===== src/pkg/opcode_decoder_regs.vh =====
// Opcode ranges, field positions and class codes for the short opcode decoder
`ifndef OPCODE_DECODER_REGS_VH
`define OPCODE_DECODER_REGS_VH

// Class codes driven on the operation class output
`define CLS_NONE 5'h00
`define CLS_INT_DIS 5'h01
`define CLS_INT_EN 5'h02
`define CLS_RAISE 5'h03
`define CLS_LOCK 5'h04
`define CLS_INVAL 5'h05
`define CLS_POPMULT 5'h06
`define CLS_PLT_U 5'h07
`define CLS_DLE_U 5'h08
`define CLS_PLE_U 5'h09
`define CLS_DEQ_I 5'h0A
`define CLS_PEQ_I 5'h0B
`define CLS_DLT_I 5'h0C
`define CLS_PLT_I 5'h0D
`define CLS_DLE_I 5'h0E
`define CLS_PLE_I 5'h0F
`define CLS_DLT_UI 5'h10
`define CLS_PLT_UI 5'h11
`define CLS_DLE_UI 5'h12
`define CLS_PLE_UI 5'h13
`define CLS_COUNT 20

// Range bounds, inclusive
`define R_INT_DIS_LO 16'h0030
`define R_INT_DIS_HI 16'h0037
`define R_INT_EN_LO 16'h0040
`define R_INT_EN_HI 16'h0047
`define R_RAISE_LO 16'h0090
`define R_RAISE_HI 16'h009F
`define R_LOCK_LO 16'h00B0
`define R_LOCK_HI 16'h00B5
`define R_INVAL_LO 16'h0268
`define R_INVAL_HI 16'h026F
`define R_POPMULT_LO 16'h0580
`define R_POPMULT_HI 16'h05BD
`define R_PLT_U_LO 16'h09C0
`define R_PLT_U_HI 16'h09FF
`define R_DLE_U_LO 16'h0A00
`define R_DLE_U_HI 16'h0A3F
`define R_PLE_U_LO 16'h0A40
`define R_PLE_U_HI 16'h0A7F
`define R_DEQ_I_LO 16'h0C00
`define R_DEQ_I_HI 16'h0C3F
`define R_PEQ_I_LO 16'h0C40
`define R_PEQ_I_HI 16'h0C7F
`define R_DLT_I_LO 16'h0C80
`define R_DLT_I_HI 16'h0CBF
`define R_PLT_I_LO 16'h0CC0
`define R_PLT_I_HI 16'h0CFF
`define R_DLE_I_LO 16'h0D00
`define R_DLE_I_HI 16'h0D3F
`define R_PLE_I_LO 16'h0D40
`define R_PLE_I_HI 16'h0D7F
`define R_DLT_UI_LO 16'h0D80
`define R_DLT_UI_HI 16'h0DBF
`define R_PLT_UI_LO 16'h0DC0
`define R_PLT_UI_HI 16'h0DFF
`define R_DLE_UI_LO 16'h0E00
`define R_DLE_UI_HI 16'h0E3F
`define R_PLE_UI_LO 16'h0E40
`define R_PLE_UI_HI 16'h0E7F

// Operand fields
`define F_REGA_HI 2
`define F_REGA_LO 0
`define F_REGB_HI 5
`define F_REGB_LO 3
`define F_IMM4_HI 3
`define F_IMM4_LO 0
`define F_POPD_HI 5
`define F_POPD_LO 3
`define F_POPP_HI 2
`define F_POPP_LO 0
`define F_SIGN3 5

`endif


===== src/core/range_match.v =====
// Inclusive range comparator for one opcode window
`timescale 1ns/100ps
`default_nettype none

module range_match (
    input wire [15:0] word_i,
    input wire [15:0] lo_i,
    input wire [15:0] hi_i,
    output wire hit_o
);

    // Word lies between both bounds
    assign hit_o = (word_i >= lo_i) && (word_i <= hi_i);

endmodule // range_match

`default_nettype wire


===== src/core/short_opcode_control_compare_decoder.v =====
// Decoder for low 16-bit control, stack and compare opcodes
//
// Overview of operation
// - Every covered opcode is one 16-bit word.
// - 0x0030-0x0037 interrupt disable, one data register.
// - 0x0040-0x0047 interrupt enable, one data register.
// - 0x0090-0x009F forced event, 4-bit immediate.
// - 0x00B0-0x00B5 atomic byte lock via pointer.
// - 0x0268-0x026F cache line invalidate, pointer post-increment.
// - 0x0580-0x05BD combined multi-register pop, two limits.
// - 0x09C0-0x09FF unsigned pointer less-than compare.
// - 0x0A00-0x0A3F unsigned data less-or-equal compare.
// - 0x0A40-0x0A7F unsigned pointer less-or-equal compare.
// - 0x0C00-0x0C3F data equals signed immediate.
// - 0x0C40-0x0C7F pointer equals signed immediate.
// - 0x0C80-0x0CBF data signed less-than immediate.
// - 0x0CC0-0x0CFF pointer signed less-than immediate.
// - 0x0D00-0x0D3F data signed less-or-equal immediate.
// - 0x0D40-0x0D7F pointer signed less-or-equal immediate.
// - 0x0D80-0x0DBF data unsigned less-than immediate.
// - 0x0E00-0x0E3F data unsigned less-or-equal immediate.
// - 0x0E40-0x0E7F pointer unsigned less-or-equal immediate.
`timescale 1ns/100ps
`default_nettype none
`include "opcode_decoder_regs.vh"

module short_opcode_control_compare_decoder (
    input wire CLK_I,
    input wire RST_I,
    input wire [15:0] OPCODE_I,
    input wire OPCODE_VALID_I,
    output reg DEC_VALID_O,
    output reg [4:0] OP_CLASS_O,
    output reg ILLEGAL_O,
    output reg INTERRUPT_DISABLE_OP_O,
    output reg INTERRUPT_ENABLE_OP_O,
    output reg RAISE_OP_O,
    output reg ATOMIC_BYTE_LOCK_OP_O,
    output reg DCACHE_LINE_INVALIDATE_OP_O,
    output reg POP_MULTIPLE_OP_O,
    output reg COMPARE_OP_O,
    output reg CONDITION_FLAG_WE_O,
    output reg UNSIGNED_COMPARE_OPTION_O,
    output reg [1:0] COMPARE_KIND_O,
    output reg COMPARE_USES_IMM_O,
    output reg OPERAND_IS_POINTER_O,
    output reg [2:0] REG_A_O,
    output reg [2:0] REG_B_O,
    output reg [31:0] IMMEDIATE_O,
    output reg POST_INCREMENT_O,
    output reg [2:0] DATA_REG_LIMIT_O,
    output reg [2:0] POINTER_REG_LIMIT_O,
    output reg STACK_POINTER_REG_UPDATE_O
);

    // Compare kinds
    localparam [1:0] KIND_EQ = 2'h0;
    localparam [1:0] KIND_LT = 2'h1;
    localparam [1:0] KIND_LE = 2'h2;

    // Range bound tables, one entry per class after none
    wire [16*`CLS_COUNT-1:0] lo_tab;
    wire [16*`CLS_COUNT-1:0] hi_tab;
    // One hit per class
    wire [`CLS_COUNT-1:0] hit;

    assign lo_tab = {16'h0000,
        `R_PLE_UI_LO, `R_DLE_UI_LO, `R_PLT_UI_LO, `R_DLT_UI_LO,
        `R_PLE_I_LO, `R_DLE_I_LO, `R_PLT_I_LO, `R_DLT_I_LO,
        `R_PEQ_I_LO, `R_DEQ_I_LO, `R_PLE_U_LO, `R_DLE_U_LO,
        `R_PLT_U_LO, `R_POPMULT_LO, `R_INVAL_LO, `R_LOCK_LO,
        `R_RAISE_LO, `R_INT_EN_LO, `R_INT_DIS_LO};
    assign hi_tab = {16'h0000,
        `R_PLE_UI_HI, `R_DLE_UI_HI, `R_PLT_UI_HI, `R_DLT_UI_HI,
        `R_PLE_I_HI, `R_DLE_I_HI, `R_PLT_I_HI, `R_DLT_I_HI,
        `R_PEQ_I_HI, `R_DEQ_I_HI, `R_PLE_U_HI, `R_DLE_U_HI,
        `R_PLT_U_HI, `R_POPMULT_HI, `R_INVAL_HI, `R_LOCK_HI,
        `R_RAISE_HI, `R_INT_EN_HI, `R_INT_DIS_HI};

    // One comparator per class window; entry 0 unused and tied off
    genvar gi;
    generate
        for (gi = 0; gi < `CLS_COUNT; gi = gi + 1) begin : g_rng
            if (gi == 0) begin : g_none
                assign hit[gi] = 1'b0;
            end else begin : g_cmp
                range_match u_rm (
                    .word_i(OPCODE_I),
                    .lo_i(lo_tab[16*(gi-1) +: 16]),
                    .hi_i(hi_tab[16*(gi-1) +: 16]),
                    .hit_o(hit[gi])
                );
            end
        end
    endgenerate

    // Next values of the class, compare and immediate outputs
    reg [4:0] cls_d;
    reg cmp_d;
    reg uns_d;
    reg [1:0] kind_d;
    reg imm_d;
    reg ptr_d;
    reg [31:0] immv_d;
    integer k;

    // Class priority encoder; windows are disjoint
    always @* begin
        cls_d = `CLS_NONE;
        for (k = 1; k < `CLS_COUNT; k = k + 1) begin
            if (hit[k]) begin
                cls_d = k[4:0];
            end
        end
    end

    // Compare attributes by class
    always @* begin
        cmp_d = 1'b1;
        uns_d = 1'b0;
        kind_d = KIND_EQ;
        imm_d = 1'b0;
        ptr_d = 1'b0;
        immv_d = 32'h00000000;
        case (cls_d)
            `CLS_PLT_U: begin
                uns_d = 1'b1;
                kind_d = KIND_LT;
                ptr_d = 1'b1;
            end
            `CLS_DLE_U: begin
                uns_d = 1'b1;
                kind_d = KIND_LE;
            end
            `CLS_PLE_U: begin
                uns_d = 1'b1;
                kind_d = KIND_LE;
                ptr_d = 1'b1;
            end
            `CLS_DEQ_I: begin
                imm_d = 1'b1;
            end
            `CLS_PEQ_I: begin
                imm_d = 1'b1;
                ptr_d = 1'b1;
            end
            `CLS_DLT_I: begin
                imm_d = 1'b1;
                kind_d = KIND_LT;
            end
            `CLS_PLT_I: begin
                imm_d = 1'b1;
                kind_d = KIND_LT;
                ptr_d = 1'b1;
            end
            `CLS_DLE_I: begin
                imm_d = 1'b1;
                kind_d = KIND_LE;
            end
            `CLS_PLE_I: begin
                imm_d = 1'b1;
                kind_d = KIND_LE;
                ptr_d = 1'b1;
            end
            `CLS_DLT_UI: begin
                imm_d = 1'b1;
                uns_d = 1'b1;
                kind_d = KIND_LT;
            end
            `CLS_PLT_UI: begin
                imm_d = 1'b1;
                uns_d = 1'b1;
                kind_d = KIND_LT;
                ptr_d = 1'b1;
            end
            `CLS_DLE_UI: begin
                imm_d = 1'b1;
                uns_d = 1'b1;
                kind_d = KIND_LE;
            end
            `CLS_PLE_UI: begin
                imm_d = 1'b1;
                uns_d = 1'b1;
                kind_d = KIND_LE;
                ptr_d = 1'b1;
            end
            // Not a compare
            default: begin
                cmp_d = 1'b0;
            end
        endcase
        // Compare immediate from the field in bits 5..3, raise immediate from bits 3..0
        if (imm_d && uns_d) begin
            immv_d = {29'h0, OPCODE_I[`F_REGB_HI:`F_REGB_LO]};
        end else if (imm_d) begin
            immv_d = {{29{OPCODE_I[`F_SIGN3]}}, OPCODE_I[`F_REGB_HI:`F_REGB_LO]};
        end else if (cls_d == `CLS_RAISE) begin
            immv_d = {28'h0000000, OPCODE_I[`F_IMM4_HI:`F_IMM4_LO]};
        end
    end

    // Registered outputs, one word decoded per valid cycle
    always @(posedge CLK_I) begin
        if (RST_I) begin
            DEC_VALID_O <= 1'b0;
            OP_CLASS_O <= `CLS_NONE;
            ILLEGAL_O <= 1'b0;
            INTERRUPT_DISABLE_OP_O <= 1'b0;
            INTERRUPT_ENABLE_OP_O <= 1'b0;
            RAISE_OP_O <= 1'b0;
            ATOMIC_BYTE_LOCK_OP_O <= 1'b0;
            DCACHE_LINE_INVALIDATE_OP_O <= 1'b0;
            POP_MULTIPLE_OP_O <= 1'b0;
            COMPARE_OP_O <= 1'b0;
            CONDITION_FLAG_WE_O <= 1'b0;
            UNSIGNED_COMPARE_OPTION_O <= 1'b0;
            COMPARE_KIND_O <= KIND_EQ;
            COMPARE_USES_IMM_O <= 1'b0;
            OPERAND_IS_POINTER_O <= 1'b0;
            REG_A_O <= 3'h0;
            REG_B_O <= 3'h0;
            IMMEDIATE_O <= 32'h00000000;
            POST_INCREMENT_O <= 1'b0;
            DATA_REG_LIMIT_O <= 3'h0;
            POINTER_REG_LIMIT_O <= 3'h0;
            STACK_POINTER_REG_UPDATE_O <= 1'b0;
        end else begin
            DEC_VALID_O <= OPCODE_VALID_I;
            OP_CLASS_O <= OPCODE_VALID_I ? cls_d : `CLS_NONE;
            ILLEGAL_O <= OPCODE_VALID_I && (cls_d == `CLS_NONE);
            INTERRUPT_DISABLE_OP_O <= OPCODE_VALID_I && hit[`CLS_INT_DIS];
            INTERRUPT_ENABLE_OP_O <= OPCODE_VALID_I && hit[`CLS_INT_EN];
            RAISE_OP_O <= OPCODE_VALID_I && hit[`CLS_RAISE];
            ATOMIC_BYTE_LOCK_OP_O <= OPCODE_VALID_I && hit[`CLS_LOCK];
            DCACHE_LINE_INVALIDATE_OP_O <= OPCODE_VALID_I && hit[`CLS_INVAL];
            POP_MULTIPLE_OP_O <= OPCODE_VALID_I && hit[`CLS_POPMULT];
            COMPARE_OP_O <= OPCODE_VALID_I && cmp_d;
            CONDITION_FLAG_WE_O <= OPCODE_VALID_I && cmp_d;
            UNSIGNED_COMPARE_OPTION_O <= OPCODE_VALID_I && uns_d;
            COMPARE_KIND_O <= OPCODE_VALID_I ? kind_d : KIND_EQ;
            COMPARE_USES_IMM_O <= OPCODE_VALID_I && imm_d;
            // Pointer operand for lock, invalidate and pointer compares
            OPERAND_IS_POINTER_O <= OPCODE_VALID_I &&
                (ptr_d || hit[`CLS_LOCK] || hit[`CLS_INVAL]);
            REG_A_O <= OPCODE_VALID_I ? OPCODE_I[`F_REGA_HI:`F_REGA_LO] : 3'h0;
            REG_B_O <= (OPCODE_VALID_I && cmp_d && !imm_d) ?
                OPCODE_I[`F_REGB_HI:`F_REGB_LO] : 3'h0;
            IMMEDIATE_O <= OPCODE_VALID_I ? immv_d : 32'h00000000;
            POST_INCREMENT_O <= OPCODE_VALID_I &&
                (hit[`CLS_INVAL] || hit[`CLS_POPMULT]);
            DATA_REG_LIMIT_O <= (OPCODE_VALID_I && hit[`CLS_POPMULT]) ?
                OPCODE_I[`F_POPD_HI:`F_POPD_LO] : 3'h0;
            POINTER_REG_LIMIT_O <= (OPCODE_VALID_I && hit[`CLS_POPMULT]) ?
                OPCODE_I[`F_POPP_HI:`F_POPP_LO] : 3'h0;
            STACK_POINTER_REG_UPDATE_O <= OPCODE_VALID_I && hit[`CLS_POPMULT];
        end
    end

endmodule // short_opcode_control_compare_decoder

`default_nettype wire


===== config.mk =====
export PLATFORM = sky130hd
export DESIGN_NAME = short_opcode_control_compare_decoder
export DESIGN_NICKNAME = d
export VERILOG_FILES = /design/src/core/range_match.v /design/src/core/short_opcode_control_compare_decoder.v
export VERILOG_INCLUDE_DIRS = /design/src /design/src/pkg
export SDC_FILE = /design/constraint.sdc
export NUM_CORES = 1
export LEC_CHECK = 0
export BUFFER_PORTS_ARGS = -buffer_cell sky130_fd_sc_hd__clkbuf_2
export CAP_MARGIN = 20
export CORE_MARGIN = 2
export CORE_UTILIZATION = 40
export CTS_BUF_LIST = sky130_fd_sc_hd__clkbuf_2
export DETAILED_ROUTE_END_ITERATION = 8
export GPL_TIMING_DRIVEN = 1
export PLACE_DENSITY_LB_ADDON = 0.3
export SLEW_MARGIN = 40
export SYNTH_ARGS = -nofsm -noshare
export SYNTH_HDL_FRONTEND = slang
export SYNTH_SLANG_ARGS = --single-unit

===== constraint.sdc =====
create_clock -name CLK_I -period 4.4 [get_ports CLK_I]
set_clock_uncertainty 0.2 [all_clocks]
set_input_delay 0.88 -clock CLK_I [delete_from_list [all_inputs] [get_ports CLK_I]]
set_output_delay 0.88 -clock CLK_I [all_outputs]
set_load 0.01 [all_outputs]

==> results of run 1 <==
==> state kept, by name, summed over array words and instances, names as in the netlist <==
| name | flops |
|---|---|
| ATOMIC_BYTE_LOCK_OP_O | 1 |
| COMPARE_KIND_O | 2 |
| COMPARE_USES_IMM_O | 1 |
| CONDITION_FLAG_WE_O | 1 |
| DATA_REG_LIMIT_O | 3 |
| DCACHE_LINE_INVALIDATE_OP_O | 1 |
| DEC_VALID_O | 1 |
| ILLEGAL_O | 1 |
| IMMEDIATE_O | 5 |
| INTERRUPT_DISABLE_OP_O | 1 |
| INTERRUPT_ENABLE_OP_O | 1 |
| OPERAND_IS_POINTER_O | 1 |
| OP_CLASS_O | 5 |
| POINTER_REG_LIMIT_O | 3 |
| POST_INCREMENT_O | 1 |
| RAISE_OP_O | 1 |
| REG_A_O | 3 |
| REG_B_O | 3 |
| STACK_POINTER_REG_UPDATE_O | 1 |
| UNSIGNED_COMPARE_OPTION_O | 1 |
==> worst max-delay path, delay by kind of cell <==
kind / cells / cell delay, ns
buffers and inverters: 1 / 0.23
xor gates and xnor gates: 1 / 0.23
and+or+nand+nor: 2 / 0.78
AOI/OAI and AO/OA: 4 / 0.70
==> placed cells by master (no fill, tap or decap), types with 3 or more instances in the layout <==
cell type / n
a21oi_1: 10
and2_1: 4
dfxtp_1: 37
clkbuf_2: 89
nor4_1: 6
and3_1: 6
nand2_1: 17
inv_1: 6
or3_1: 4
nor3_1: 9
o21ai_0: 3
nor2_1: 16
nand3_1: 3
clkinv_1: 3
==> through the flow <==
stage / hold slack [ns] / area [sq um]
finish: 0.479 / 2040
global route: 0.446 / 2040
CTS: 0.460 / 2040
detailed placement: 0.914 / 2000
global placement: 0.916 / 2000
floorplan: 0.773 / 1850
==> power by group through the flow <==
stage / combinational [mW] / clock, mW / sequential (mW)
floorplan: 0.0405 / 0 / 0.347
global placement: 0.0556 / 0 / 0.346
detailed placement: 0.0550 / 0 / 0.346
CTS: 0.0552 / 0.148 / 0.339
global route: 0.0613 / 0.160 / 0.339
finish: 0.0558 / 0.143 / 0.339
==> final cells by class <==
class | instances | area, sq um
clock inverters | 3 | 12.5
inverters | 7 | 26.3
flip-flops and latches | 37 | 741
repair buffers | 84 | 420
multi-input cells | 119 | 751
clock buffers | 5 | 25.0
fillers | 438 | 2370
well taps | 52 | 65.1
==> per-layer routing <==
layer  vias up  global-route usage [%]
li1        776                       -
met1       676                    19.9
met2        70                    25.5
met3        10                    5.69
met4         0                    6.71
met5         -                       0
==> kinds of logic after synthesis <==
group	Yosys count	synth area share, %
AO/OA/AOI/OAI	31	11.8
flip-flops	37	40.0
buffers and inverters	48	19.7
AND/OR/NAND/NOR	85	27.0
XOR/XNOR	3	1.42
==> worst max-delay path by stage <==
stage	start	to	slack [ns]	cells past startpoint
after CTS	OPCODE_I[4]	CONDITION_FLAG_WE_O	1.73	8
after global routing	OPCODE_I[7]	OPERAND_IS_POINTER_O	1.46	8
after detailed placement	OPCODE_I[4]	CONDITION_FLAG_WE_O	1.30	8
after floorplan	OPCODE_I[13]	CONDITION_FLAG_WE_O	1.63	8
final	OPCODE_I[7]	OPERAND_IS_POINTER_O	1.69	8
after global placement	OPCODE_I[4]	CONDITION_FLAG_WE_O	1.31	8
==> insert_results.sql, run 1 <==
INSERT INTO impl_metrics (metric_group, metric, value, unit) VALUES
('synthesis', 'syn-num-nets', '223', ''),
('pwr', 'power.total', '0.537', 'mW'),
('die', 'core_region_area', '4410', 'sq um'),
('grt', 'maximum_number_of_pins_on_one_net_before_global_route_repair', '29', ''),
('layout', 'post-route-util', '46.2', '%'),
('outcome', 'run_status', 'complete, no violations', ''),
('drt', 'via_count', '1532', ''),
('place', 'dpl.cell_count', '299', ''),
('pwr', 'power_per_cell_area', '263', 'nW/um^2'),
('grt', 'all_layer_global_routing_usage', '16.1', '%'),
('place', 'port_buffers', '84', ''),
('sta', 'period_minus_slack', '2.71', 'ns'),
('layout', 'antennaDiodeCount', '0', ''),
('synthesis', 'register_area_share_after_synthesis', '40.0', '%'),
('worst_setup_path', 'slowest_delay', '0.55', 'ns'),
('job', 'cap_viol_max_count', '0', ''),
('synthesis', 'synth_async_sr_flop_share', '0', '%'),
('pwr', 'leakage', '0.966', 'nW'),
('sta', 'timing.final.ws_setup', '1.69', 'ns'),
('clock_network', 'post_cts_hold_buffer_count', '0', ''),
('synthesis', 'synth_most_common_cell', 'dfxtp_1', ''),
('sta', 'finalHoldViolCount', '0', ''),
('pwr', 'clockPowerShare', '26.6', '%'),
('synthesis', 'yosysTopAreaCellShare', '40.0', '%'),
('synthesis', 'synth_instances', '204', ''),
('drt', 'route.met3.wl', '309', 'microns'),
('synthesis', 'yosys-top-cells-count', '37 x dfxtp_1, 31 x buf_4, 17 x nand2_1', ''),
('drt', 'viasPerCell', '4.99', ''),
('layout', 'area_growth', '10.2', '%'),
('sta', 'maxSlewViolCount', '0', ''),
('clock_network', 'htreeDepth', '2', ''),
('place', 'gp_congestion', '0.858', ''),
('die', 'floorplan.initialDensity', '42.0', '%'),
('worst_setup_path', 'worstPathArrival', '2.82', 'ns'),
('drt', 'routedWlPerCell', '13.7', 'microns'),
('drt', 'first_pass_drt_iterations', '5', ''),
('synthesis', 'ys_types', '49', ''),
('synthesis', 'synth-edff-count', '0', ''),
('worst_setup_path', 'crit_required', '4.52', 'ns'),
('worst_setup_path', 'cp-start-kind', 'primary input', ''),
('worst_setup_path', 'crit_fanout', '17', ''),
('synthesis', 'synth_area_leaders', 'dfxtp_1 40%, buf_4 13%, buf_6 3.6%, nand2_1 3.4%, nor2_1 3.2%', ''),
('drt', 'detailedRoute.firstIterationViolations', '66', ''),
('worst_setup_path', 'cpMaxStageDelayCell', 'nor4b_1', ''),
('synthesis', 'syn_avg_cell_area', '9.08', 'sq um'),
('die', 'die_y', '72.0', 'microns'),
('sta', 'setup_violation_total_in_the_final_timing_report', '0', ''),
('sta', 'clock.fmax', '369', 'MHz'),
('clock_network', 'cts_inserted_buffers', '5', ''),
('clock_network', 'cts_tree', 'yes', ''),
('place', 'place_ws', '1.30', 'ns'),
('clock_network', 'clock_tree.buffer_depth', '2', ''),
('sta', 'fin_setup_tns', '0', 'ns'),
('drt', 'route.met2.wl', '1.99', 'mm'),
('layout', 'finish.net_count', '273', ''),
('sta', 'timing_worst_slew_pin_value', '0.692', 'ns'),
('synthesis', 'synth_area', '1850', 'sq um'),
('drt', 'route.top_layer_used', 'met4', ''),
('clock_network', 'ctsResizeCount', '0', ''),
('die', 'die_width', '72.0', 'microns'),
('synthesis', 'synthesis.yosys.warnings', '0', ''),
('drt', 'route.detailed.drc', '0', ''),
('drt', 'detail_route.wirelength.met1', '1.84', 'mm'),
('clock_network', 'post_cts_buffers', '0', ''),
('synthesis', 'ys_seq_elements', '37', ''),
('die', 'floorplan.die_area', '5190', 'sq um'),
('pwr', 'share_seq_of_total_power', '63.0', '%'),
('hold_path', 'holdCritStartpoint', 'OPCODE_I[1]', ''),
('pwr', 'internal_power', '0.391', 'mW'),
('die', 'std_cell_rows', '24', ''),
('worst_setup_path', 'cp-end-kind', 'register', '');
Power figures use the tool's default switching activity.
==> run 2, diff against run 1 <==
- clock period: 4.4 -> 2.55 ns (I/O delays scaled with it)
==> insert_results.sql, run 2 (same netlist as run 1, synthesis figures left out) <==
INSERT INTO impl_metrics (metric_group, metric, value, unit) VALUES
('sta', 'setup_violation_total_in_the_final_timing_report', '0', ''),
('clock_network', 'clock_tree.root_cell', 'clkbuf_2', ''),
('layout', 'most-common-layout-cells', '90 x clkbuf_2, 37 x dfxtp_1, 18 x buf_4', ''),
('die', 'die_y', '72.0', 'microns'),
('grt', 'wire_length_of_the_first_global_routing_pass', '6.87', 'mm'),
('layout', 'antennaDiodeCount', '0', ''),
('die', 'die_width', '72.0', 'microns'),
('clock_network', 'cts.clk_slew.worst_paths', '0.21', 'ns'),
('grt', 'first_global_vias', '1441', ''),
('sta', 'fin_setup_tns', '0', 'ns'),
('grt', 'all_layer_global_routing_usage', '17.4', '%'),
('layout', 'post-route-util', '49.2', '%'),
('pwr', 'p_sw', '0.253', 'mW'),
('sta', 'timing_worst_slew_pin_value', '0.694', 'ns'),
('clock_network', 'ctsResizeCount', '0', ''),
('worst_setup_path', 'crit_fanout', '6', ''),
('place', 'detailed_place_hpwl', '3.31', 'mm'),
('pwr', 'internal_power', '0.696', 'mW'),
('outcome', 'run_status', 'complete, no violations', ''),
('clock_network', 'cts_inserted_buffers', '5', ''),
('die', 'core_region_area', '4410', 'sq um'),
('place', 'place_ws', '0.0284', 'ns'),
('layout', 'area_growth', '17.4', '%'),
('drt', 'detailedRoute.firstIterationViolations', '64', ''),
('sta', 'layout_worst_path_cycle_share', '84.1', '%'),
('clock_network', 'cts_sinks', '37', ''),
('sta', 'timing.final.ws_setup', '0.405', 'ns'),
('place', 'port_buffers', '84', ''),
('grt', 'initial_antenna_violation_count', '0', ''),
('die', 'top_level_ports', '85', ''),
('job', 'cap_viol_max_count', '0', ''),
('worst_setup_path', 'timing.setup.critical_path_class', 'primary input to register', ''),
('place', 'gp_congestion', '0.965', ''),
('hold_path', 'timing.hold.worst_endpoint', 'ATOMIC_BYTE_LOCK_OP_O', ''),
('worst_setup_path', 'cp-start-kind', 'primary input', ''),
('hold_path', 'hold_path_depth', '2', ''),
('clock_network', 'htreeDepth', '2', ''),
('pwr', 'clockPowerShare', '26.7', '%'),
('worst_setup_path', 'crit_required', '2.65', 'ns'),
('pwr', 'power_per_cell_area', '437', 'nW/um^2'),
('clock_network', 'post_cts_buffers', '0', ''),
('drt', 'via_count', '1591', ''),
('drt', 'routedWlPerCell', '13.2', 'microns'),
('drt', 'viasPerCell', '4.90', ''),
('clock_network', 'cts_tree', 'yes', ''),
('grt', 'globalRouteOverflowTotal', '0', ''),
('sta', 'clock.fmax', '466', 'MHz'),
('grt', 'maximum_number_of_pins_on_one_net_before_global_route_repair', '29', ''),
('layout', 'reg.largest.list', 'IMMEDIATE_O (5), OP_CLASS_O (5)', ''),
('sta', 'grt_setup_unrepaired', 'no', ''),
('layout', 'finish.net_count', '291', ''),
('clock_network', 'post_cts_hold_buffer_count', '0', ''),
('die', 'std_cell_rows', '24', ''),
('pwr', 'gate_power_share', '11.8', '%'),
('drt', 'finalWirelength', '4.28', 'mm'),
('sta', 'maxSlewViolCount', '0', ''),
('pwr', 'share_seq_of_total_power', '61.5', '%'),
('clock_network', 'clock_tree.buffer_depth', '2', ''),
('hold_path', 'holdCritStartpoint', 'OPCODE_I[1]', ''),
('layout', 'stdcell_count', '325', ''),
('drt', 'postRouteAntennaNets', '0', ''),
('sta', 'timing.slew.headroom', '53.7', '%'),
('pwr', 'leakage', '1.06', 'nW'),
('die', 'floorplan.die_area', '5190', 'sq um'),
('die', 'floorplan.initialDensity', '42.0', '%'),
('layout', 'layout-drive-gt1-share', '44.3', '%'),
('sta', 'finalHoldViolCount', '0', ''),
('worst_setup_path', 'worstPathArrival', '2.25', 'ns'),
('place', 'dpl.cell_count', '317', ''),
('drt', 'first_pass_drt_iterations', '4', ''),
('pwr', 'power_switching_share', '26.7', '%'),
('drt', 'route.detailed.drc', '0', ''),
('hold_path', 'min-delay-path-class', 'primary input to register', ''),
('layout', 'most_common_cell_after_layout_fill_and_taps_aside', 'clkbuf_2', ''),
('sta', 'period_minus_slack', '2.15', 'ns'),
('worst_setup_path', 'cp-end-kind', 'register', ''),
('pwr', 'irDropWorstVdd', '170', 'uV');
-- run 2: stage by stage --
| stage | hold slack (ns) | power [mW] | area [sq um] |
|---|---|---|---|
| floorplan | 0.403 | 0.668 | 1850 |
| global placement | 0.547 | 0.707 | 2130 |
| detailed placement | 0.553 | 0.707 | 2130 |
| CTS | 0.0819 | 0.966 | 2170 |
| global route | 0.0716 | 1.00 | 2170 |
| finish | 0.119 | 0.949 | 2170 |
-- run 2: metal layers --
metal / track usage, % / up-vias / part of all wire (%)
li1: - / 812 / -
met1: 23.0 / 706 / 45
met2: 26.9 / 69 / 47
met3: 4.03 / 4 / 5.9
met4: 8.60 / 0 / 1.6
met5: 0 / - / 0
-- run 2: area by class of cell --
| cell class | instances | area, sq um |
|---|---|---|
| Multi-Input combinational cell | 119 | 746 |
| Clock inverter | 2 | 10.0 |
| Inverter | 7 | 26.3 |
| Sequential cell | 37 | 741 |
| Clock buffer | 6 | 30.0 |
| Tap cell | 52 | 65.1 |
| Fill cell | 455 | 2240 |
| Timing Repair Buffer | 102 | 556 |
-- run 2: power groups by stage --
| stage | Clock (mW) | Sequential, mW | Combinational, mW |
|---|---|---|---|
| floorplan | 0 | 0.598 | 0.0699 |
| global placement | 0 | 0.596 | 0.111 |
| detailed placement | 0 | 0.596 | 0.111 |
| CTS | 0.270 | 0.584 | 0.112 |
| global route | 0.294 | 0.585 | 0.124 |
| finish | 0.253 | 0.584 | 0.112 |
-- run 2: worst max path at each step --
stage	start	endpoint	cells after the start
2_1_floorplan	OPCODE_I[13]	CONDITION_FLAG_WE_O	8
3_3_place_gp	OPCODE_I[13]	REG_B_O[1]	8
3_5_place_dp	OPCODE_I[7]	CONDITION_FLAG_WE_O	8
4_1_cts	IMMEDIATE_O[30]	IMMEDIATE_O[26]	1
5_1_grt	IMMEDIATE_O[30]	IMMEDIATE_O[29]	1
6_report	OPCODE_I[7]	OPERAND_IS_POINTER_O	8
-- run 2: worst max-delay path: stages --
cell and delay (ns):
clkbuf_2 0.12, xor2_1 0.18, and4_1 0.21, o21ai_2 0.22, o311ai_2 0.17, nor4b_1 0.52, o21bai_1 0.12, a31oi_1 0.19
==> run 3, diff against run 2 <==
- clock period: 2.55 -> 1.7 ns (I/O delays scaled with it)
==> insert_results.sql, run 3 (same netlist as run 1, synthesis figures left out) <==
INSERT INTO impl_metrics (metric_group, metric, value, unit) VALUES
('drt', 'route.detailed.drc', '0', ''),
('sta', 'layout_worst_path_cycle_share', '110', '%'),
('worst_setup_path', 'cpMaxStageDelayCell', 'or4b_4', ''),
('layout', 'finish.net_count', '333', ''),
('sta', 'period_minus_slack', '1.87', 'ns'),
('sta', 'timing_worst_slew_pin_value', '0.341', 'ns'),
('hold_path', 'holdCritStartpoint', 'OPCODE_I[1]', ''),
('worst_setup_path', 'cp-start-kind', 'primary input', ''),
('drt', 'viasPerCell', '4.94', ''),
('pwr', 'power_per_cell_area', '664', 'nW/um^2'),
('grt', 'wire_length_of_the_first_global_routing_pass', '7.31', 'mm'),
('grt', 'maximum_number_of_pins_on_one_net_before_global_route_repair', '29', ''),
('clock_network', 'cts.clk_slew.worst_paths', '0.19', 'ns'),
('drt', 'finalWirelength', '4.84', 'mm'),
('drt', 'routedWlPerCell', '13.2', 'microns'),
('sta', 'setup_violation_total_in_the_final_timing_report', '8', ''),
('sta', 'maxSlewViolCount', '0', ''),
('pwr', 'leakage', '1.35', 'nW'),
('worst_setup_path', 'critPathTopFamily', 'compound AO/OA/AOI/OAI gates', ''),
('layout', 'area_growth', '50.0', '%'),
('job', 'cap_viol_max_count', '0', ''),
('sta', 'grt_setup_unrepaired', 'yes', ''),
('layout', 'antennaDiodeCount', '0', ''),
('worst_setup_path', 'crit_fanout', '4', ''),
('drt', 'postRouteAntennaNets', '0', ''),
('sta', 'finalHoldViolCount', '0', ''),
('clock_network', 'cts_tree', 'yes', ''),
('place', 'gp_congestion', '0.906', ''),
('die', 'floorplan.initialDensity', '42.0', '%'),
('sta', 'finalHoldWorstSlack', '0.0385', 'ns'),
('die', 'die_width', '72.0', 'microns'),
('die', 'std_cell_rows', '24', ''),
('layout', 'most_common_cell_after_layout_fill_and_taps_aside', 'clkbuf_2', ''),
('clock_network', 'clock_tree.buffer_depth', '2', ''),
('place', 'detailed_place_hpwl', '3.66', 'mm'),
('grt', 'initial_antenna_violation_count', '0', ''),
('clock_network', 'cts_sinks', '37', ''),
('hold_path', 'min-delay-path-class', 'primary input to register', ''),
('die', 'die_y', '72.0', 'microns'),
('sta', 'clock.fmax', '534', 'MHz'),
('clock_network', 'clock_tree.root_cell', 'clkbuf_2', ''),
('worst_setup_path', 'timing.setup.critical_path_class', 'primary input to register', ''),
('clock_network', 'htreeDepth', '2', ''),
('worst_setup_path', 'crit_required', '1.80', 'ns'),
('layout', 'reg.largest.list', 'IMMEDIATE_O (5), OP_CLASS_O (5)', ''),
('sta', 'timing.slew.headroom', '77.1', '%'),
('worst_setup_path', 'slowest_delay', '0.56', 'ns'),
('die', 'top_level_ports', '85', ''),
('worst_setup_path', 'critical_path.startpoint', 'OPCODE_I[4]', ''),
('grt', 'all_layer_global_routing_usage', '18.2', '%'),
('clock_network', 'cts_inserted_buffers', '5', ''),
('outcome', 'violations', 'setup timing', ''),
('grt', 'first_global_vias', '1584', ''),
('layout', 'layout-drive-gt1-share', '60.0', '%'),
('pwr', 'irDropWorstVdd', '317', 'uV'),
('outcome', 'run_status', 'complete, but fails checks', ''),
('layout', 'most-common-layout-cells', '86 x clkbuf_2, 54 x buf_4, 37 x dfxtp_1', ''),
('worst_setup_path', 'worstPathArrival', '1.97', 'ns'),
('die', 'floorplan.die_area', '5190', 'sq um'),
('drt', 'detailedRoute.firstIterationViolations', '61', ''),
('drt', 'via_count', '1812', ''),
('place', 'port_buffers', '84', ''),
('worst_setup_path', 'critical_path.n_buffers_inverters', '1', ''),
('sta', 'fin_setup_tns', '-0.711', 'ns'),
('worst_setup_path', 'critical_path.cell_chain', 'clkbuf_2, or4b_4, o21ai_4, a21oi_2, o311ai_4, nor4b_4, o31ai_1, a21oi_1', ''),
('grt', 'globalRouteOverflowTotal', '0', ''),
('worst_setup_path', 'cp-end-kind', 'register', ''),
('die', 'core_region_area', '4410', 'sq um'),
('drt', 'first_pass_drt_iterations', '4', ''),
('sta', 'timing.final.ws_setup', '-0.171', 'ns');
run 3: power breakdown:
part	leakage, nW	internal [mW]	switching [mW]
sequential	0.299	0.875	0.00165
combinational	1.00	0.130	0.135
clock	0.0536	0.402	0.302
run 3: layout make-up:
type                            instances  area (sq um)
Clock buffer                            5          25.0
Timing Repair Buffer                  144           920
Multi-Input combinational cell        119           932
Clock inverter                          3          68.8
Tap cell                               52          65.1
Fill cell                             388          1640
Sequential cell                        37           741
Inverter                                7          26.3
run 3: per-layer routing:
metal / vias to the layer above / share of wire [%] / GRT usage (%)
met2: 82 / 50 / 31.0
met1: 827 / 42 / 23.5
met3: 6 / 6.4 / 2.64
met5: - / 0 / 0
li1: 897 / - / -
met4: 0 / 1.7 / 6.50
run 3: tightest hold or removal path, stage by stage:
cell      delay [ns]
clkbuf_2        0.10
buf_4           0.11
a211oi_2        0.05
run 3: final timing paths:
check / to / slack (ns) / depth (start not counted)
setup / recovery: CONDITION_FLAG_WE_O / -0.17 / 8
hold / removal: ATOMIC_BYTE_LOCK_OP_O / 0.04 / 3
run 3: timing repair:
| item | CTS | global route |
|---|---|---|
| hold endpoints to repair | 1 | 0 |
| endpoints found under the setup margin | 12 | 45 |
| hold buffers | 1 | 0 |
| buffers inserted | 3 | 4 |
| pin swaps | 10 | 12 |
| resized for setup | 11 | 26 |
run 3: through the flow:
stage                     power, mW  util [%]  setup WS [ns]  instance area, sq um  instances
after floorplan                1.01         -         -0.489                  1910        204
after global routing           1.91      62.9         -0.232                  2780        367
after CTS                      1.83      59.3         -0.153                  2620        363
final                          1.85      62.9         -0.171                  2780        367
after global placement         1.12      55.2         -0.608                  2440        351
after detailed placement       1.12      55.2         -0.663                  2440        351
